File: src/design/pdct_defines.vh
// constants for the panel driver control pulse timing block
`ifndef PDCT_DEFINES_VH
`define PDCT_DEFINES_VH
`define PDCT_ADDR_PWR_DLY 8'h00
`define PDCT_ADDR_GCK_DLY 8'h04
`define PDCT_ADDR_LAT_W 8'h08
`define PDCT_ADDR_GCK_RISE 8'h0c
`define PDCT_ADDR_GCK_FALL 8'h10
`define PDCT_ADDR_OE_FIRST 8'h14
`define PDCT_ADDR_OE_SECOND 8'h18
`define PDCT_ADDR_FMT2 8'h1c
`define PDCT_ADDR_LINE_LEN 8'h20
`define PDCT_ADDR_STATUS 8'h24
`define PDCT_RST_PWR_DLY 5'h01
`define PDCT_RST_GCK_DLY 5'h02
`define PDCT_RST_LAT_W 6'h05
`define PDCT_RST_GCK_RISE 8'ha5
`define PDCT_RST_GCK_FALL 8'h2f
`define PDCT_RST_OE_FIRST 8'h05
`define PDCT_RST_OE_SECOND 8'hb4
`define PDCT_RST_FMT2 1'h1
`define PDCT_RST_LINE_LEN 12'h190
`define PDCT_RST_TRES_DIV 8'h08
`define PDCT_STEP_MS 5
`define PDCT_CLK_KHZ 125000
`define PDCT_STEP_CYC (`PDCT_STEP_MS * `PDCT_CLK_KHZ)
`define PDCT_DIR_BIT 7
`define PDCT_OFS_MSB 6
`define PDCT_DLY_MSB 4
`define PDCT_LAT_MSB 5
`define PDCT_EDGE_MSB 7
`define PDCT_POL_BIT 0
`define PDCT_DIV_LSB 8
`define PDCT_DIV_MSB 15
`define PDCT_LEN_MSB 11
`define PDCT_ANCHOR 13'h0080
`define PDCT_MS_SAT 6'h3f
`endif

File: src/design/pdct_timing.v
// control pulse timing generator for gate and source drivers, with apb registers
// Function
// - power transition output rises after power-delay field times 5 ms from reset release.
// - gate shift clock pulses start after start-delay field times 5 ms.
// - source latch pulse lasts 1 to 63 timing units per six-bit field.
// - gate shift clock rises at seven-bit offset from latch rising edge.
// - gate shift clock falls at seven-bit offset from latch rising edge.
// - bit 7 of each edge register selects after (0) or before (1) latch edge.
// - first enable register sets enable fall if polarity is 1, else rise.
// - second enable register sets enable rise if polarity is 1, else fall.
// - each enable edge is placed 0 to 127 units from latch rising edge.
// - equal enable registers give no edges; enable holds the polarity level.
// - enable polarity comes from bit 0 of the format control register.
//
// Decided for this implementation: the APB interface to the registers and the register addresses.
`timescale 1ns/1ps
`include "pdct_defines.vh"
module pdct_timing #(
    parameter STEP_CYC = `PDCT_STEP_CYC
) (
    input wire mclk_i,
    input wire rst_n_i,
    input wire psel_i,
    input wire penable_i,
    input wire pwrite_i,
    input wire [7:0] paddr_i,
    input wire [31:0] pwdata_i,
    output reg [31:0] prdata_o,
    output reg pready_o,
    output reg pslverr_o,
    output reg power_step_o,
    output reg source_latch_pulse_o,
    output reg gate_shift_clock_o,
    output reg gate_enable_o
);
    // configuration registers and their next values
    reg [4:0] pwr_dly_r;
    reg [4:0] pwr_dly_nxt;
    reg [4:0] gck_dly_r;
    reg [4:0] gck_dly_nxt;
    reg [5:0] lat_w_r;
    reg [5:0] lat_w_nxt;
    reg [7:0] gck_rise_r;
    reg [7:0] gck_rise_nxt;
    reg [7:0] gck_fall_r;
    reg [7:0] gck_fall_nxt;
    reg [7:0] oe_first_r;
    reg [7:0] oe_first_nxt;
    reg [7:0] oe_second_r;
    reg [7:0] oe_second_nxt;
    reg oe_pol_r;
    reg oe_pol_nxt;
    reg [11:0] line_len_r;
    reg [11:0] line_len_nxt;
    reg [7:0] tres_div_r;
    reg [7:0] tres_div_nxt;

    // time base and line position
    reg [22:0] step_cnt_r;
    reg [22:0] step_cnt_nxt;
    reg [5:0] ms_steps_r;
    reg [5:0] ms_steps_nxt;
    reg [7:0] tres_cnt_r;
    reg [7:0] tres_cnt_nxt;
    reg tick_r;
    reg tick_nxt;
    reg [11:0] pos_r;
    reg [11:0] pos_nxt;
    reg gck_run_r;
    reg gck_run_nxt;
    reg power_step_nxt;

    // pulse output and bus next values
    reg latch_nxt;
    reg gck_nxt;
    reg oe_nxt;
    reg [31:0] rd_nxt;
    reg hit_nxt;
    reg ready_nxt;
    reg slverr_nxt;
    reg [31:0] prdata_nxt;
    wire setup = psel_i & ~penable_i;
    // writes land at the access edge, where the master sees pready high
    wire wr = psel_i & penable_i & pready_o & pwrite_i;
    wire [12:0] anchor = `PDCT_ANCHOR;
    wire [12:0] cur = {1'b0, pos_r};
    wire [12:0] lat_end = anchor + {7'h00, lat_w_r};
    wire oe_same = (oe_first_r == oe_second_r);
    wire step_end = ({9'h000, step_cnt_r} == STEP_CYC - 1);
    wire unit_end = (tres_cnt_r >= tres_div_r - 8'h01);
    wire line_end = (pos_r >= line_len_r - 12'h001);
    wire ms_sat = (ms_steps_r == `PDCT_MS_SAT);
    wire [31:0] fmt_word = {16'h0000, tres_div_r, 7'h00, oe_pol_r};
    wire [31:0] status_word = {18'h00000, ms_steps_r, 5'h00, gck_run_r, gate_shift_clock_o, power_step_o};
    wire [7:0] edge_cfg [0:3];
    wire [12:0] edge_pos [0:3];
    wire [3:0] edge_hit;
    genvar gi;

    // one entry per edge: gate clock rise, gate clock fall, enable first, enable second
    assign edge_cfg[0] = gck_rise_r;
    assign edge_cfg[1] = gck_fall_r;
    assign edge_cfg[2] = oe_first_r;
    assign edge_cfg[3] = oe_second_r;
    generate
        for (gi = 0; gi < 4; gi = gi + 1) begin : g_edge
            // limitation: line length must exceed anchor plus 127 units
            assign edge_pos[gi] = edge_cfg[gi][`PDCT_DIR_BIT] ?
                anchor - {6'h00, edge_cfg[gi][`PDCT_OFS_MSB:0]} :
                anchor + {6'h00, edge_cfg[gi][`PDCT_OFS_MSB:0]};
            assign edge_hit[gi] = (cur == edge_pos[gi]);
        end
    endgenerate

    // register read mux
    always @* begin
        rd_nxt = 32'h00000000;
        hit_nxt = 1'b1;
        case (paddr_i)
            `PDCT_ADDR_PWR_DLY: rd_nxt = {27'h0, pwr_dly_r};
            `PDCT_ADDR_GCK_DLY: rd_nxt = {27'h0, gck_dly_r};
            `PDCT_ADDR_LAT_W: rd_nxt = {26'h0, lat_w_r};
            `PDCT_ADDR_GCK_RISE: rd_nxt = {24'h0, gck_rise_r};
            `PDCT_ADDR_GCK_FALL: rd_nxt = {24'h0, gck_fall_r};
            `PDCT_ADDR_OE_FIRST: rd_nxt = {24'h0, oe_first_r};
            `PDCT_ADDR_OE_SECOND: rd_nxt = {24'h0, oe_second_r};
            `PDCT_ADDR_FMT2: rd_nxt = fmt_word;
            `PDCT_ADDR_LINE_LEN: rd_nxt = {20'h0, line_len_r};
            `PDCT_ADDR_STATUS: rd_nxt = status_word;
            default: hit_nxt = 1'b0;
        endcase
    end

    // apb slave: answers one cycle after setup, pready then drops
    always @* begin
        ready_nxt = setup;
        slverr_nxt = setup & ~hit_nxt;
        prdata_nxt = prdata_o;
        if (setup) begin
            prdata_nxt = pwrite_i ? 32'h00000000 : rd_nxt;
        end
    end
    always @(posedge mclk_i or negedge rst_n_i) begin
        if (!rst_n_i) begin
            prdata_o <= 32'h00000000;
            pready_o <= 1'b0;
            pslverr_o <= 1'b0;
        end else begin
            prdata_o <= prdata_nxt;
            pready_o <= ready_nxt;
            pslverr_o <= slverr_nxt;
        end
    end

    // register write decode; reserved bits are dropped here
    always @* begin
        pwr_dly_nxt = pwr_dly_r;
        gck_dly_nxt = gck_dly_r;
        lat_w_nxt = lat_w_r;
        gck_rise_nxt = gck_rise_r;
        gck_fall_nxt = gck_fall_r;
        oe_first_nxt = oe_first_r;
        oe_second_nxt = oe_second_r;
        oe_pol_nxt = oe_pol_r;
        line_len_nxt = line_len_r;
        tres_div_nxt = tres_div_r;
        if (wr) begin
            case (paddr_i)
                `PDCT_ADDR_PWR_DLY: pwr_dly_nxt = pwdata_i[`PDCT_DLY_MSB:0];
                `PDCT_ADDR_GCK_DLY: gck_dly_nxt = pwdata_i[`PDCT_DLY_MSB:0];
                `PDCT_ADDR_LAT_W: lat_w_nxt = pwdata_i[`PDCT_LAT_MSB:0];
                `PDCT_ADDR_GCK_RISE: gck_rise_nxt = pwdata_i[`PDCT_EDGE_MSB:0];
                `PDCT_ADDR_GCK_FALL: gck_fall_nxt = pwdata_i[`PDCT_EDGE_MSB:0];
                `PDCT_ADDR_OE_FIRST: oe_first_nxt = pwdata_i[`PDCT_EDGE_MSB:0];
                `PDCT_ADDR_OE_SECOND: oe_second_nxt = pwdata_i[`PDCT_EDGE_MSB:0];
                `PDCT_ADDR_FMT2: begin
                    oe_pol_nxt = pwdata_i[`PDCT_POL_BIT];
                    tres_div_nxt = pwdata_i[`PDCT_DIV_MSB:`PDCT_DIV_LSB];
                end
                `PDCT_ADDR_LINE_LEN: line_len_nxt = pwdata_i[`PDCT_LEN_MSB:0];
                default: pwr_dly_nxt = pwr_dly_r;
            endcase
        end
    end

    // delay and width registers; reset values are the built-in default set
    always @(posedge mclk_i or negedge rst_n_i) begin
        if (!rst_n_i) begin
            pwr_dly_r <= `PDCT_RST_PWR_DLY;
            gck_dly_r <= `PDCT_RST_GCK_DLY;
            lat_w_r <= `PDCT_RST_LAT_W;
        end else begin
            pwr_dly_r <= pwr_dly_nxt;
            gck_dly_r <= gck_dly_nxt;
            lat_w_r <= lat_w_nxt;
        end
    end
    // edge registers keep all eight bits, bit 7 picks the side of the latch edge
    always @(posedge mclk_i or negedge rst_n_i) begin
        if (!rst_n_i) begin
            gck_rise_r <= `PDCT_RST_GCK_RISE;
            gck_fall_r <= `PDCT_RST_GCK_FALL;
            oe_first_r <= `PDCT_RST_OE_FIRST;
            oe_second_r <= `PDCT_RST_OE_SECOND;
        end else begin
            gck_rise_r <= gck_rise_nxt;
            gck_fall_r <= gck_fall_nxt;
            oe_first_r <= oe_first_nxt;
            oe_second_r <= oe_second_nxt;
        end
    end
    // format and line length registers
    always @(posedge mclk_i or negedge rst_n_i) begin
        if (!rst_n_i) begin
            oe_pol_r <= `PDCT_RST_FMT2;
            line_len_r <= `PDCT_RST_LINE_LEN;
            tres_div_r <= `PDCT_RST_TRES_DIV;
        end else begin
            oe_pol_r <= oe_pol_nxt;
            line_len_r <= line_len_nxt;
            tres_div_r <= tres_div_nxt;
        end
    end

    // millisecond steps since reset release; saturates above the 31-step range
    always @* begin
        step_cnt_nxt = step_cnt_r;
        ms_steps_nxt = ms_steps_r;
        if (!ms_sat) begin
            if (step_end) begin
                step_cnt_nxt = 23'h000000;
                ms_steps_nxt = ms_steps_r + 6'h01;
            end else begin
                step_cnt_nxt = step_cnt_r + 23'h000001;
            end
        end
        power_step_nxt = (ms_steps_r >= {1'b0, pwr_dly_r});
        gck_run_nxt = (ms_steps_r >= {1'b0, gck_dly_r});
    end
    always @(posedge mclk_i or negedge rst_n_i) begin
        if (!rst_n_i) begin
            step_cnt_r <= 23'h000000;
            ms_steps_r <= 6'h00;
        end else begin
            step_cnt_r <= step_cnt_nxt;
            ms_steps_r <= ms_steps_nxt;
        end
    end
    // level outputs of the time base
    always @(posedge mclk_i or negedge rst_n_i) begin
        if (!rst_n_i) begin
            power_step_o <= 1'b0;
            gck_run_r <= 1'b0;
        end else begin
            power_step_o <= power_step_nxt;
            gck_run_r <= gck_run_nxt;
        end
    end

    // timing unit divider and line position counter
    always @* begin
        tick_nxt = 1'b0;
        tres_cnt_nxt = tres_cnt_r + 8'h01;
        pos_nxt = pos_r;
        if (unit_end) begin
            tres_cnt_nxt = 8'h00;
            tick_nxt = 1'b1;
        end
        if (tick_r) begin
            if (line_end) begin
                pos_nxt = 12'h000;
            end else begin
                pos_nxt = pos_r + 12'h001;
            end
        end
    end
    always @(posedge mclk_i or negedge rst_n_i) begin
        if (!rst_n_i) begin
            tres_cnt_r <= 8'h00;
            tick_r <= 1'b0;
            pos_r <= 12'h000;
        end else begin
            tres_cnt_r <= tres_cnt_nxt;
            tick_r <= tick_nxt;
            pos_r <= pos_nxt;
        end
    end

    // pulse outputs follow the line position, one clock after it moves; register writes can also force a level at once
    // a zero latch width gives no pulse at all, so a cleared register is quiet
    always @* begin
        latch_nxt = source_latch_pulse_o;
        if (lat_w_r == 6'h00) begin
            latch_nxt = 1'b0;
        end else if (cur == anchor) begin
            latch_nxt = 1'b1;
        end else if (cur == lat_end) begin
            latch_nxt = 1'b0;
        end
    end
    // with rise and fall on one position the rise wins
    always @* begin
        gck_nxt = gate_shift_clock_o;
        if (!gck_run_r) begin
            gck_nxt = 1'b0;
        end else if (edge_hit[0]) begin
            gck_nxt = 1'b1;
        end else if (edge_hit[1]) begin
            gck_nxt = 1'b0;
        end
    end
    always @* begin
        oe_nxt = gate_enable_o;
        if (oe_same) begin
            oe_nxt = oe_pol_r;
        end else if (edge_hit[2]) begin
            oe_nxt = ~oe_pol_r;
        end else if (edge_hit[3]) begin
            oe_nxt = oe_pol_r;
        end
    end

    always @(posedge mclk_i or negedge rst_n_i) begin
        if (!rst_n_i) begin
            source_latch_pulse_o <= 1'b0;
        end else begin
            source_latch_pulse_o <= latch_nxt;
        end
    end

    always @(posedge mclk_i or negedge rst_n_i) begin
        if (!rst_n_i) begin
            gate_shift_clock_o <= 1'b0;
        end else begin
            gate_shift_clock_o <= gck_nxt;
        end
    end

    // enable idles at the reset polarity level until the first line
    always @(posedge mclk_i or negedge rst_n_i) begin
        if (!rst_n_i) begin
            gate_enable_o <= `PDCT_RST_FMT2;
        end else begin
            gate_enable_o <= oe_nxt;
        end
    end
endmodule // pdct_timing

File: config.mk
export PLATFORM = sky130hd
export DESIGN_NAME = pdct_timing
export DESIGN_NICKNAME = d
export VERILOG_FILES = /design/src/design/pdct_timing.v
export VERILOG_INCLUDE_DIRS = /design/src /design/src/design
export SDC_FILE = /design/constraint.sdc
export NUM_CORES = 1
export LEC_CHECK = 0
export BUFFER_PORTS_ARGS = -buffer_cell sky130_fd_sc_hd__buf_2
export CORE_UTILIZATION = 61
export DETAILED_ROUTE_END_ITERATION = 10
export GPL_TIMING_DRIVEN = 0
export PLACE_DENSITY = 0.89
export REMOVE_ABC_BUFFERS = 1
export SYNTH_ARGS = -nofsm -noshare
export SYNTH_HDL_FRONTEND = slang
export SYNTH_SLANG_ARGS = --single-unit
File: constraint.sdc
create_clock -name mclk_i -period 2.9 [get_ports mclk_i]
set_input_delay 0.725 -clock mclk_i [delete_from_list [all_inputs] [get_ports mclk_i]]
set_output_delay 0.725 -clock mclk_i [all_outputs]
set_load 0.01 [all_outputs]
# Word level (Yosys, flattened, before mapping)

Index checks and enable logic that the tools add are counted.

Logic and storage cells: 105
Input port bits: 45
Output and inout port bits: 38
Flip-flop bits (word level): 158

Magnitude comparators: 4
$add $sub $neg: 15
Equality and inequality tests: 19
Mux-type cells: 20
Reduce and logical (&&, ||, !) cells: 15
Bitwise logic cells: 9

Operators by type and width:

| operator                | number |
|---|---|
| $pmux W16 S10           | 1 |
| $eq A12 B13 Y1          | 4 |
| $mux W13                | 4 |
| $add A8 B7 Y9 const A   | 4 |
| $sub A8 B7 Y9 const A   | 4 |
| $eq A8 B5 Y1 const B    | 4 |
| $mux W32                | 1 |
| $add A23 B1 Y23 const B | 1 |
| $eq A23 B20 Y1 const B  | 1 |
| $mux W23                | 1 |
| $reduce_and A2 Y1       | 10 |
| $eq A8 B4 Y1 const B    | 2 |
| $eq A8 B6 Y1 const B    | 2 |
| $add A12 B1 Y12 const B | 1 |
| $eq A12 B8 Y1 const B   | 1 |
| $eq A12 B9 Y1           | 1 |
| $ge A12 B12 Y1          | 1 |
| $ge A6 B5 Y1            | 2 |
| $mux W12                | 1 |
| $sub A12 B1 Y12 const B | 1 |
| $mux W1                 | 11 |
| $reduce_or A10 Y1       | 1 |
| $add A8 B6 Y9 const A   | 1 |
| $add A8 B1 Y8 const B   | 1 |
| other kinds (13)        | 21 |

# Logic depth before layout (Yosys ltp)

Gate-level depths: netlist of run 1.

Depth in word-level cells: 6
Depth in mapped cells: 12
Mapped depth without buffers: 12

# Worst setup path before layout of run 1

OpenSTA, ideal clock, no wires.

Kind: register -> register
Start point: reg line_len_r[5]
End point: reg pos_r[10]
Clock period less this slack: 2.646 ns
Required time: 2.821 ns
Cell stages (with the launch flop): 11
Slack: 0.254 ns
Setup time: 0.079 ns
Data arrival time: 2.567 ns
Buffers on the path: 0
Cells stage by stage: dfrtp_1 > nor4_1 > nand2_1 > nor4_1 > xnor2_1 > ha_1 > a21o_1 > a21o_1 > a21oi_1 > o21ai_1 > a21oi_1

Cells in the longest elaborated chain, start to end: 3

RTL lines:

| element                | RTL line          | source |
|---|---|---|
| start, declared        | pdct_timing.v:53  | `reg [11:0] line_len_r;` |
| start signal, assigned | pdct_timing.v:216 | `` line_len_r <= `PDCT_RST_LINE_LEN; `` |
| start signal, assigned | pdct_timing.v:220 | `line_len_r <= line_len_nxt;` |
| $sub A12 B1 Y12        | pdct_timing.v:91  | `wire line_end = (pos_r >= line_len_r - 12'h001);` |
| $ge A12 B12 Y1         | pdct_timing.v:91  |  |
| $mux W12               | pdct_timing.v:270 | `if (line_end) begin` |
| end signal, assigned   | pdct_timing.v:285 | `pos_r <= pos_nxt;` |
| end, declared          | pdct_timing.v:67  | `reg [11:0] pos_r;` |

No other way between the ends.
A chain may end at the register's enable or synchronous reset.

# Worst setup path after layout of run 1

Start point: reg line_len_r[3]
End point: reg pos_r[3]

Same word-level chain as after synthesis.

==> results_tabular.tex, run 1 <==
\begin{tabular}{lr}
\hline
Metric & Value \\
\hline
\multicolumn{2}{l}{\textbf{Routing}} \\
\quad Count of nets left with antenna violations after detail routing & 0 \\
\quad Total via count after detailed routing & around 7300 \\
\quad Detailed-router iteration count before antenna repair & 5 \\
\quad Routed wire length per instance & 20.6 microns \\
\quad DRC & 0 \\
\quad Starting DRC count in detailed routing & 797 \\
\quad Total Routed Length & 23.3 mm \\
\quad Via/cell ratio & 6.45 \\
\multicolumn{2}{l}{\textbf{Global route}} \\
\quad Pin count of the biggest net entering global routing & about 100 \\
\quad Total routing usage reported by global routing & 33.1\% \\
\quad Number of antenna violations at the first check in global routing & 3 \\
\quad GRT overflow & 0 \\
\quad Number of global-route vias before repair & 7199 \\
\quad Wire length of the first global-routing pass & between 30 and 40 mm \\
\multicolumn{2}{l}{\textbf{Synth}} \\
\quad Dominant cell type by area after synthesis & sky130\_fd\_sc\_hd\_\_dfrtp\_1 \\
\quad Number of distinct standard cells referenced by the synthesized netlist & 74 \\
\quad Cell types occupying the most area after synthesis & sky130\_fd\_sc\_hd\_\_dfrtp\_1 33\%, sky130\_fd\_sc\_hd\_\_mux2\_2 8.0\%, sky130\_fd\_sc\_hd\_\_dfstp\_2 7.3\%, sky130\_fd\_sc\_hd\_\_xnor2\_1 5.8\%, sky130\_fd\_sc\_hd\_\_ha\_1 5.7\% \\
\quad Register bit total from synthesis & 142 \\
\quad Commonest register cell after synthesis & sky130\_fd\_sc\_hd\_\_dfrtp\_1 \\
\quad Mapped Area & between 8000 and 9000 sq um \\
\quad Synthesis warning total & 0 \\
\quad Number of flops mapped to enable cells by yosys & 0 \\
\quad Syn Area/Cell & between 9 and 10 sq um \\
\quad Share of async-settable or async-resettable flops after synthesis & 100\% \\
\quad Cell count after synthesis & between 900 and 1000 \\
\quad Share of the synthesized area in the top cell type & between 30 and 40\% \\
\quad Portion of the post-synthesis area used by sequential elements & between 30\% and 40\% \\
\multicolumn{2}{l}{\textbf{Clocking}} \\
\quad H-tree depth & 4 \\
\quad Clock transition at the registers of the reported paths & $\sim$60 ps \\
\quad Number of buffers on the longest clock path & 2 \\
\quad Clock tree from TritonCTS & done \\
\quad Insertion delay to the later sink of the worst-skew pair & about 440 ps \\
\quad Total clock buffers created by CTS & 17 \\
\quad Clock Sinks & between 100 and 150 \\
\quad Clock root buffer & sky130\_fd\_sc\_hd\_\_clkbuf\_16 \\
\multicolumn{2}{l}{\textbf{STA}} \\
\quad Hold Violations, Final & 0 \\
\quad Setup clock skew after layout & 11.5 ps \\
\quad Max-slew violation count & 0 \\
\quad Sum of negative setup slack & 0 ps \\
\quad Setup Viol. Count Final & 0 \\
\quad RSZ-0062 raised after global routing & true \\
\quad Highest clock frequency the design can meet & $\sim$350 MHz \\
\quad Final cycle utilization of the critical path & about 99\% \\
\quad Final critical delay including setup and external delays & around 2900 ps \\
\quad Slew at the pin closest to its max-slew limit & approximately 990 ps \\
\quad Remaining max-slew budget at the tightest pin & about a third \\
\multicolumn{2}{l}{\textbf{Layout}} \\
\quad Final cell count without fillers & roughly 1100 \\
\quad Area of the multi-input gates & approximately 5000 sq um \\
\quad Area overhead of the layout relative to synthesis & 10.8\% \\
\quad Fraction of layout cells with a size suffix above 1 & between 20\% and 30\% \\
\quad Fill cells & 1002 \\
\quad Final \#Nets & between 1000 and 1500 \\
\quad Storage element area & 3580 sq um \\
\multicolumn{2}{l}{\textbf{Die}} \\
\quad Core box area & about 14000 sq um \\
\quad Die outline height & between 100 and 150 microns \\
\quad Horiz. Die Dim & approximately 120 microns \\
\quad Starting Density & approximately 64\% \\
\quad Core Rows & 43 \\
\quad Top Ports & between 80 and 90 \\
\quad Overall die area & between 15000 and 20000 sq um \\
\multicolumn{2}{l}{\textbf{Run}} \\
\quad Number of max-cap violations & 0 \\
\multicolumn{2}{l}{\textbf{Power and ir drop}} \\
\quad Post-layout total power & approximately 4.5 mW \\
\quad Cell Pwr Density & 449 nW/um\^{}2 \\
\quad Largest voltage drop on the vdd net & around 0.5 mV \\
\quad Cell leakage power & about 4.6 nW \\
\multicolumn{2}{l}{\textbf{Placement}} \\
\quad Global placer's final weighted congestion & between 0.9 and 1 \\
\quad Number of buffer cells added on primary ports & 50 \\
\quad HPWL reported at the end of detailed placement & between 15 and 20 mm \\
\quad DP Cell Count & $\sim$1100 \\
\multicolumn{2}{l}{\textbf{Worst setup path}} \\
\quad Worst-path maximum fanout & 8 \\
\quad Crit path top cell by count & sky130\_fd\_sc\_hd\_\_a21o\_1 \\
\quad FF-to-FF Start & line\_len\_r[3]\$\_DFFE\_PN0P\_ \\
\quad Data required time at the worst endpoint & roughly 3300 ps \\
\quad Type of origin of the critical path & register \\
\quad Crit Path Class & register to register \\
\quad Slowest cell on the critical path & sky130\_fd\_sc\_hd\_\_dfrtp\_1 \\
\quad Cell chain of the critical path & nor4\_4 -> nand2\_1 -> nor4\_1 -> xnor2\_1 -> ha\_1 -> a21o\_1 -> a21o\_1 -> a21oi\_4 -> nor4b\_1 -> o21ai\_0 -> nand3\_1 \\
\quad Setup crit end kind & register \\
\quad Number of cells on the worst reg-to-reg path & 11 \\
\quad Critical Path AT & $\sim$3200 ps \\
\quad Flop2flop setup slack & approximately 37 ps \\
\quad Largest stage delay on the critical path & around 480 ps \\
\quad Critical R2R Capture & pos\_r[3]\$\_DFFE\_PN0P\_ \\
\multicolumn{2}{l}{\textbf{Status}} \\
\quad Result of the run & finished, final reports clean \\
\multicolumn{2}{l}{\textbf{Worst hold path}} \\
\quad HP Class & primary input to async pin \\
\hline
\end{tabular}
[state kept, by name (all words and copies together) (netlist names), 8 cells and up]
name,count
gck_rise_r,8
tres_div_r,8
oe_second_r,8
line_len_r,12
step_cnt_r,23
gck_fall_r,8
oe_first_r,8
tres_cnt_r,8
pos_r,12
prdata_o,16
[through the flow]
stage / hold WS, ps / cell area [sq um] / setup slack, ps / utilization, %
CTS: 184 / 9870 / 31.7 / 70.1
finish: 189 / 9940 / 36.8 / 70.5
detailed placement: 461 / 9240 / -471 / 65.6
global route: 205 / 9940 / -120 / 70.5
global placement: 454 / 9180 / -1710 / 65.1
floorplan: 429 / 8710 / -526 / -
[worst max-delay path by stage]
stage | depth (start not counted) | slack (ps) | to | start
6_report | 11 | 40 | pos_r[3]$_DFFE_PN0P_ | line_len_r[3]$_DFFE_PN0P_
2_1_floorplan | 3 | -530 | lat_w_r[1]$_DFFE_PN0P_ | paddr_i[5]
3_3_place_gp | 4 | -1710 | lat_w_r[3]$_DFFE_PN0P_ | paddr_i[5]
3_5_place_dp | 6 | -470 | line_len_r[5]$_DFFE_PN0P_ | paddr_i[3]
4_1_cts | 10 | 30 | pos_r[11]$_DFFE_PN0P_ | line_len_r[3]$_DFFE_PN0P_
5_1_grt | 11 | -120 | pos_r[3]$_DFFE_PN0P_ | line_len_r[3]$_DFFE_PN0P_
[cells in the mapped netlist, types with 24 or more instances]
| library cell | n |
|---|---|
| sky130_fd_sc_hd__inv_1 | 33 |
| sky130_fd_sc_hd__o21ai_0 | 43 |
| sky130_fd_sc_hd__dfrtp_1 | 117 |
| sky130_fd_sc_hd__nand2_1 | 72 |
| sky130_fd_sc_hd__nor2_1 | 42 |
| sky130_fd_sc_hd__xnor2_1 | 59 |
| sky130_fd_sc_hd__nor3_1 | 24 |
| sky130_fd_sc_hd__ha_1 | 41 |
| sky130_fd_sc_hd__a21oi_1 | 30 |
| sky130_fd_sc_hd__dfstp_2 | 25 |
| sky130_fd_sc_hd__clkbuf_1 | 26 |
| sky130_fd_sc_hd__nand3_1 | 29 |
| sky130_fd_sc_hd__mux2_2 | 64 |
| sky130_fd_sc_hd__xor2_1 | 45 |
[cell type report]
| class | instances | area share [%] |
|---|---|---|
| antenna | 3 | 0.0755 |
| clock buffer | 20 | 4.49 |
| clock inverter | 12 | 1.62 |
| inverter | 33 | 1.25 |
| multi-input combinational | 683 | 50.7 |
| sequential | 142 | 36.1 |
| tap | 180 | 2.27 |
| timing repair buffer | 59 | 3.50 |
[layout by cell type (no fill, tap or decap), drive strengths merged, types with 4 or more instances in the layout]
cell type,Yosys,layout
o31ai,5,5
o2111ai,5,5
clkbuf,26,20
a31oi,4,4
or3,6,6
and3,9,9
nand4,19,19
nand2b,6,6
nor3,24,24
and4,4,4
nor2b,13,13
a211oi,12,12
a21o,16,16
dfrtp,117,117
nor2,45,45
nand3b,5,5
buf,35,59
or4,5,5
and2,4,4
a21oi,31,31
ha,41,41
nand3,29,29
nor4b,7,7
xor2,45,45
dfstp,25,25
o21ai,44,44
xnor2,59,59
a22o,10,10
o41ai,6,6
conb,1,16
nor4,12,12
nand2,73,73
mux2,64,64
mux2i,10,10
inv,33,36
a22oi,18,18
[report_power, final]
part           internal, mW  switching [mW]
sequential             1.99         0.00977
combinational        0.0514           0.133
clock                  1.38           0.895
total                  3.43            1.04
[metal layers]
layer / global-route usage, % / vias up / wire (microns)
met4: 17.3 / 0 / 1160
met5: 0 / - / 0
met1: 41.6 / 3560 / 9420
met3: 8.03 / 114 / 1780
met2: 53.0 / 333 / 11000
li1: - / 3296 / -
[critical path: cells and delay by family (launching register included)]
kind                     cells  cell delay, ps
adder cells (fa/ha/maj)      1             290
AO/OA/AOI/OAI                4             740
flip-flops                   1             480
AND/OR/NAND/NOR              5            1080
XOR/XNOR                     1             190
[repair_timing]
action                                  in CTS  in global routing
resized for setup                            5                  3
gates cloned                                 0                  0
endpoints found under the setup margin      23                 18
hold buffers                                 0                  0
pin swaps                                    0                  2
buffers inserted                             0                  6
[cell families (layout without fill, tap and decap cells)]
| logic type | Yosys count | count (layout) | synth area share (%) |
|---|---|---|---|
| compound gates | 175 | 175 | 13.2 |
| mux | 76 | 76 | 9.65 |
| buf+inv | 94 | 124 | 4.94 |
| xor+xnor | 104 | 104 | 10.2 |
| fa+ha+maj | 41 | 41 | 5.72 |
| other cells | 1 | 19 | 0.0418 |
| simple gates | 271 | 271 | 16.3 |
| flops | 142 | 142 | 40.0 |
Power figures use the tool's default switching activity.
==> run 2: changes to the inputs <==
--- a/config.mk
+++ b/config.mk
@@ -7,6 +7,7 @@
 export NUM_CORES = 1
 export LEC_CHECK = 0
 export BUFFER_PORTS_ARGS = -buffer_cell sky130_fd_sc_hd__buf_2
+export CAP_MARGIN = 20
 export CORE_UTILIZATION = 61
 export DETAILED_ROUTE_END_ITERATION = 10
 export GPL_TIMING_DRIVEN = 0
==> constraint.sdc (replaced) <==
create_clock -name mclk_i -period 2.9 [get_ports mclk_i]
set_input_delay 0.725 -clock mclk_i [delete_from_list [all_inputs] [get_ports mclk_i]]
set_output_delay 0.725 -clock mclk_i [all_outputs]
set_load 0.02 [all_outputs]
==> run 2 against run 1 <==
Net effect: first-iteration DRC count fell by 0.88%; critical path type unchanged; critical endpoint is now pos_r[11]$_DFFE_PN0P_; die area did not move; maximum frequency rose by 1.2%; global-route usage fell by 0.33 points; routed wire length rose by 0.22%.
==> results_tabular.tex, run 2 (synthesized netlist as in run 1, its figures left out) <==
\begin{tabular}{lr}
\hline
Metric & Value \\
\hline
\multicolumn{2}{l}{\textbf{Die}} \\
\quad Starting Density & 63.6\% (unchanged) \\
\quad Die outline height & 123 microns (unchanged) \\
\quad Core box area & 14100 sq um (unchanged) \\
\quad Overall die area & 15200 sq um (unchanged) \\
\quad Top Ports & 83 (unchanged) \\
\quad Horiz. Die Dim & 123 microns (unchanged) \\
\quad Core Rows & 43 (unchanged) \\
\multicolumn{2}{l}{\textbf{Power and ir drop}} \\
\quad Largest voltage drop on the vdd net & 0.602 mV (was 0.498 mV) \\
\quad Flop pwr share & 45.7\% (was 44.8\%) \\
\quad Net load switching power & 1.04 mW (about the same) \\
\quad Combinational Power Share & 4.5\% (was 4.1\%) \\
\quad Cell Pwr Density & 441 nW/um\^{}2 (was 449 nW/um\^{}2) \\
\quad Switch share & 23.7\% (was 23.3\%) \\
\quad Cell leakage power & 4.60 nW (was 4.61 nW) \\
\quad Internal power & 3.34 mW (was 3.43 mW) \\
\quad Clock share of power & 49.8\% (was 51.0\%) \\
\quad Post-layout total power & 4.37 mW (was 4.46 mW) \\
\multicolumn{2}{l}{\textbf{STA}} \\
\quad Hold Violations, Final & 0 (unchanged) \\
\quad Slew at the pin closest to its max-slew limit & 980 ps (was 987 ps) \\
\quad Final cycle utilization of the critical path & 97.5\% (was 98.7\%) \\
\quad Sum of negative setup slack & 0 ps (unchanged) \\
\quad Final critical delay including setup and external delays & 2830 ps (was 2860 ps) \\
\quad Remaining max-slew budget at the tightest pin & 34.7\% (was 33.6\%) \\
\quad Setup Viol. Count Final & 0 (unchanged) \\
\quad Max-slew violation count & 0 (unchanged) \\
\quad Highest clock frequency the design can meet & 354 MHz (was 349 MHz) \\
\quad Final Worst Setup Slack & 71.7 ps (was 36.8 ps) \\
\quad Setup clock skew after layout & 5.70 ps (was 11.5 ps) \\
\multicolumn{2}{l}{\textbf{Routing}} \\
\quad Total Routed Length & 23.4 mm (was 23.3 mm) \\
\quad Detailed-router iteration count before antenna repair & 5 (unchanged) \\
\quad Via/cell ratio & 6.57 (was 6.45) \\
\quad Total via count after detailed routing & 7442 (was 7303) \\
\quad DRC & 0 (unchanged) \\
\quad Count of nets left with antenna violations after detail routing & 0 (unchanged) \\
\quad Routed wire length per instance & 20.7 microns (was 20.6 microns) \\
\quad Starting DRC count in detailed routing & 790 (was 797) \\
\multicolumn{2}{l}{\textbf{Layout}} \\
\quad Area overhead of the layout relative to synthesis & 10.6\% (was 10.8\%) \\
\quad Commonest non-fill, non-tap cell in the layout & sky130\_fd\_sc\_hd\_\_dfrtp\_1 (unchanged) \\
\quad Fraction of layout cells with a size suffix above 1 & 21.7\% (was 21.5\%) \\
\quad Biggest register & step\_cnt\_r (unchanged) \\
\quad Top Registers & step\_cnt\_r x23, prdata\_o x16 (unchanged) \\
\quad Most frequent cells in the layout & 117 x sky130\_fd\_sc\_hd\_\_dfrtp\_1, 72 x sky130\_fd\_sc\_hd\_\_nand2\_1, 64 x sky130\_fd\_sc\_hd\_\_mux2\_2, 59 x sky130\_fd\_sc\_hd\_\_xnor2\_1, 49 x sky130\_fd\_sc\_hd\_\_buf\_2 (unchanged) \\
\quad Final cell count without fillers & 1132 (unchanged) \\
\quad Number of flip-flops under the largest register name & 23 (unchanged) \\
\quad Fin util & 70.4\% (was 70.5\%) \\
\quad Final \#Nets & 1023 (was 1022) \\
\multicolumn{2}{l}{\textbf{Clocking}} \\
\quad Clock root buffer & sky130\_fd\_sc\_hd\_\_clkbuf\_16 (unchanged) \\
\quad Clock Sinks & 142 (unchanged) \\
\quad Clock transition at the registers of the reported paths & 60 ps (about the same) \\
\quad Total clock buffers created by CTS & 17 (unchanged) \\
\quad Clock tree from TritonCTS & done (unchanged) \\
\quad Number of hold buffers added after cts & 0 (unchanged) \\
\quad Insertion delay to the later sink of the worst-skew pair & 440 ps (about the same) \\
\quad Number of buffers on the longest clock path & 2 (unchanged) \\
\quad H-tree depth & 4 (unchanged) \\
\multicolumn{2}{l}{\textbf{Worst setup path}} \\
\quad Crit Path Class & register to register (unchanged) \\
\quad Data required time at the worst endpoint & 3250 ps (was 3270 ps) \\
\quad Flop2flop setup slack & 70 ps (was 40 ps) \\
\quad Type of origin of the critical path & register (unchanged) \\
\quad Worst-path maximum fanout & 9 (was 8) \\
\quad Critical Path AT & 3170 ps (was 3230 ps) \\
\quad Setup crit end kind & register (unchanged) \\
\multicolumn{2}{l}{\textbf{Placement}} \\
\quad Dpl ws & -452 ps (was -471 ps) \\
\quad DP Cell Count & 1092 (was 1091) \\
\quad Number of buffer cells added on primary ports & 50 (unchanged) \\
\quad Global placer's final weighted congestion & 0.939 (unchanged) \\
\quad HPWL reported at the end of detailed placement & 15.9 mm (about the same) \\
\multicolumn{2}{l}{\textbf{Global route}} \\
\quad Number of global-route vias before repair & 7223 (was 7199) \\
\quad Wire length of the first global-routing pass & 37.2 mm (was 37.3 mm) \\
\quad GRT overflow & 0 (unchanged) \\
\quad Total routing usage reported by global routing & 32.8\% (was 33.1\%) \\
\quad Number of antenna violations at the first check in global routing & 2 (was 3) \\
\quad Pin count of the biggest net entering global routing & 104 (unchanged) \\
\multicolumn{2}{l}{\textbf{Status}} \\
\quad Result of the run & finished, final reports clean (unchanged) \\
\multicolumn{2}{l}{\textbf{Worst hold path}} \\
\quad HP Class & primary input to async pin (unchanged) \\
\multicolumn{2}{l}{\textbf{Run}} \\
\quad Number of max-cap violations & 0 (unchanged) \\
\hline
\end{tabular}
==> run 2: path summary, 6_finish.rpt <==
check                                             to                      start  cells after the start
min in group mclk_i          prdata_o[7]$_DFFE_PN0P_    prdata_o[7]$_DFFE_PN0P_                      1
max in group asynchronous  oe_first_r[0]$_DFFE_PN1P_                    rst_n_i                      2
setup reg to reg               pos_r[11]$_DFFE_PN0P_  line_len_r[2]$_DFFE_PN0P_                     10
hold reg to reg              prdata_o[7]$_DFFE_PN0P_    prdata_o[7]$_DFFE_PN0P_                      1
hold / removal               tres_cnt_r[3]$_DFF_PN0_                    rst_n_i                      1
setup / recovery               pos_r[11]$_DFFE_PN0P_  line_len_r[2]$_DFFE_PN0P_                     10
==> run 2: repair_timing <==
item | 4_1_cts | 5_1_grt
resized for setup | 4 | 4
cloned | 0 | 0
pin swaps | 0 | 3
buffers inserted | 0 | 6
endpoints found under the setup margin | 22 | 18
==> run 2: final cells by class <==
type | instances | area [sq um]
well taps | 180 | 225
repair buffers | 60 | 355
clock buffers | 20 | 447
multi-input cells | 683 | 5040
clock inverters | 12 | 138
flip-flops and latches | 142 | 3580
inverters | 33 | 124
fillers | 971 | 4180
diodes | 2 | 5.00
==> run 2: power by group through the flow <==
stage          registers, mW  logic, mW  clock network (mW)
3_5_place_dp            2.03      0.189                   0
2_1_floorplan           2.03     0.0725                   0
3_3_place_gp            2.03      0.179                   0
4_1_cts                 2.00      0.191                2.20
6_report                2.00      0.195                2.18
5_1_grt                 2.00      0.213                2.28
==> run 2: critical path: stages, from the launching register on <==
cell and delay, ps:
sky130_fd_sc_hd__dfrtp_1 470, sky130_fd_sc_hd__nor2_1 220, sky130_fd_sc_hd__nand3b_1 130, sky130_fd_sc_hd__xor2_1 160, sky130_fd_sc_hd__ha_1 310, sky130_fd_sc_hd__a21o_1 180
sky130_fd_sc_hd__a21o_1 200, sky130_fd_sc_hd__a211o_1 310, sky130_fd_sc_hd__a21oi_2 350, sky130_fd_sc_hd__o21ai_2 190, sky130_fd_sc_hd__a21oi_1 210
==> run 2: per-stage QoR <==
step	hold slack [ps]	area [sq um]
floorplan	429	8710
finish	188	9920
detailed placement	461	9250
global placement	454	9180
CTS	191	9850
global route	216	9920
==> run 2: per-layer routing <==
layer / GRT usage (%) / part of all wire [%] / wire (microns) / up-vias
met5: 0 / 0 / 0 / -
met4: 19.1 / 5.6 / 1310 / 0
met3: 7.38 / 8.1 / 1880 / 116
met2: 52.1 / 47 / 11000 / 380
met1: 41.1 / 39 / 9160 / 3644
li1: - / - / - / 3302
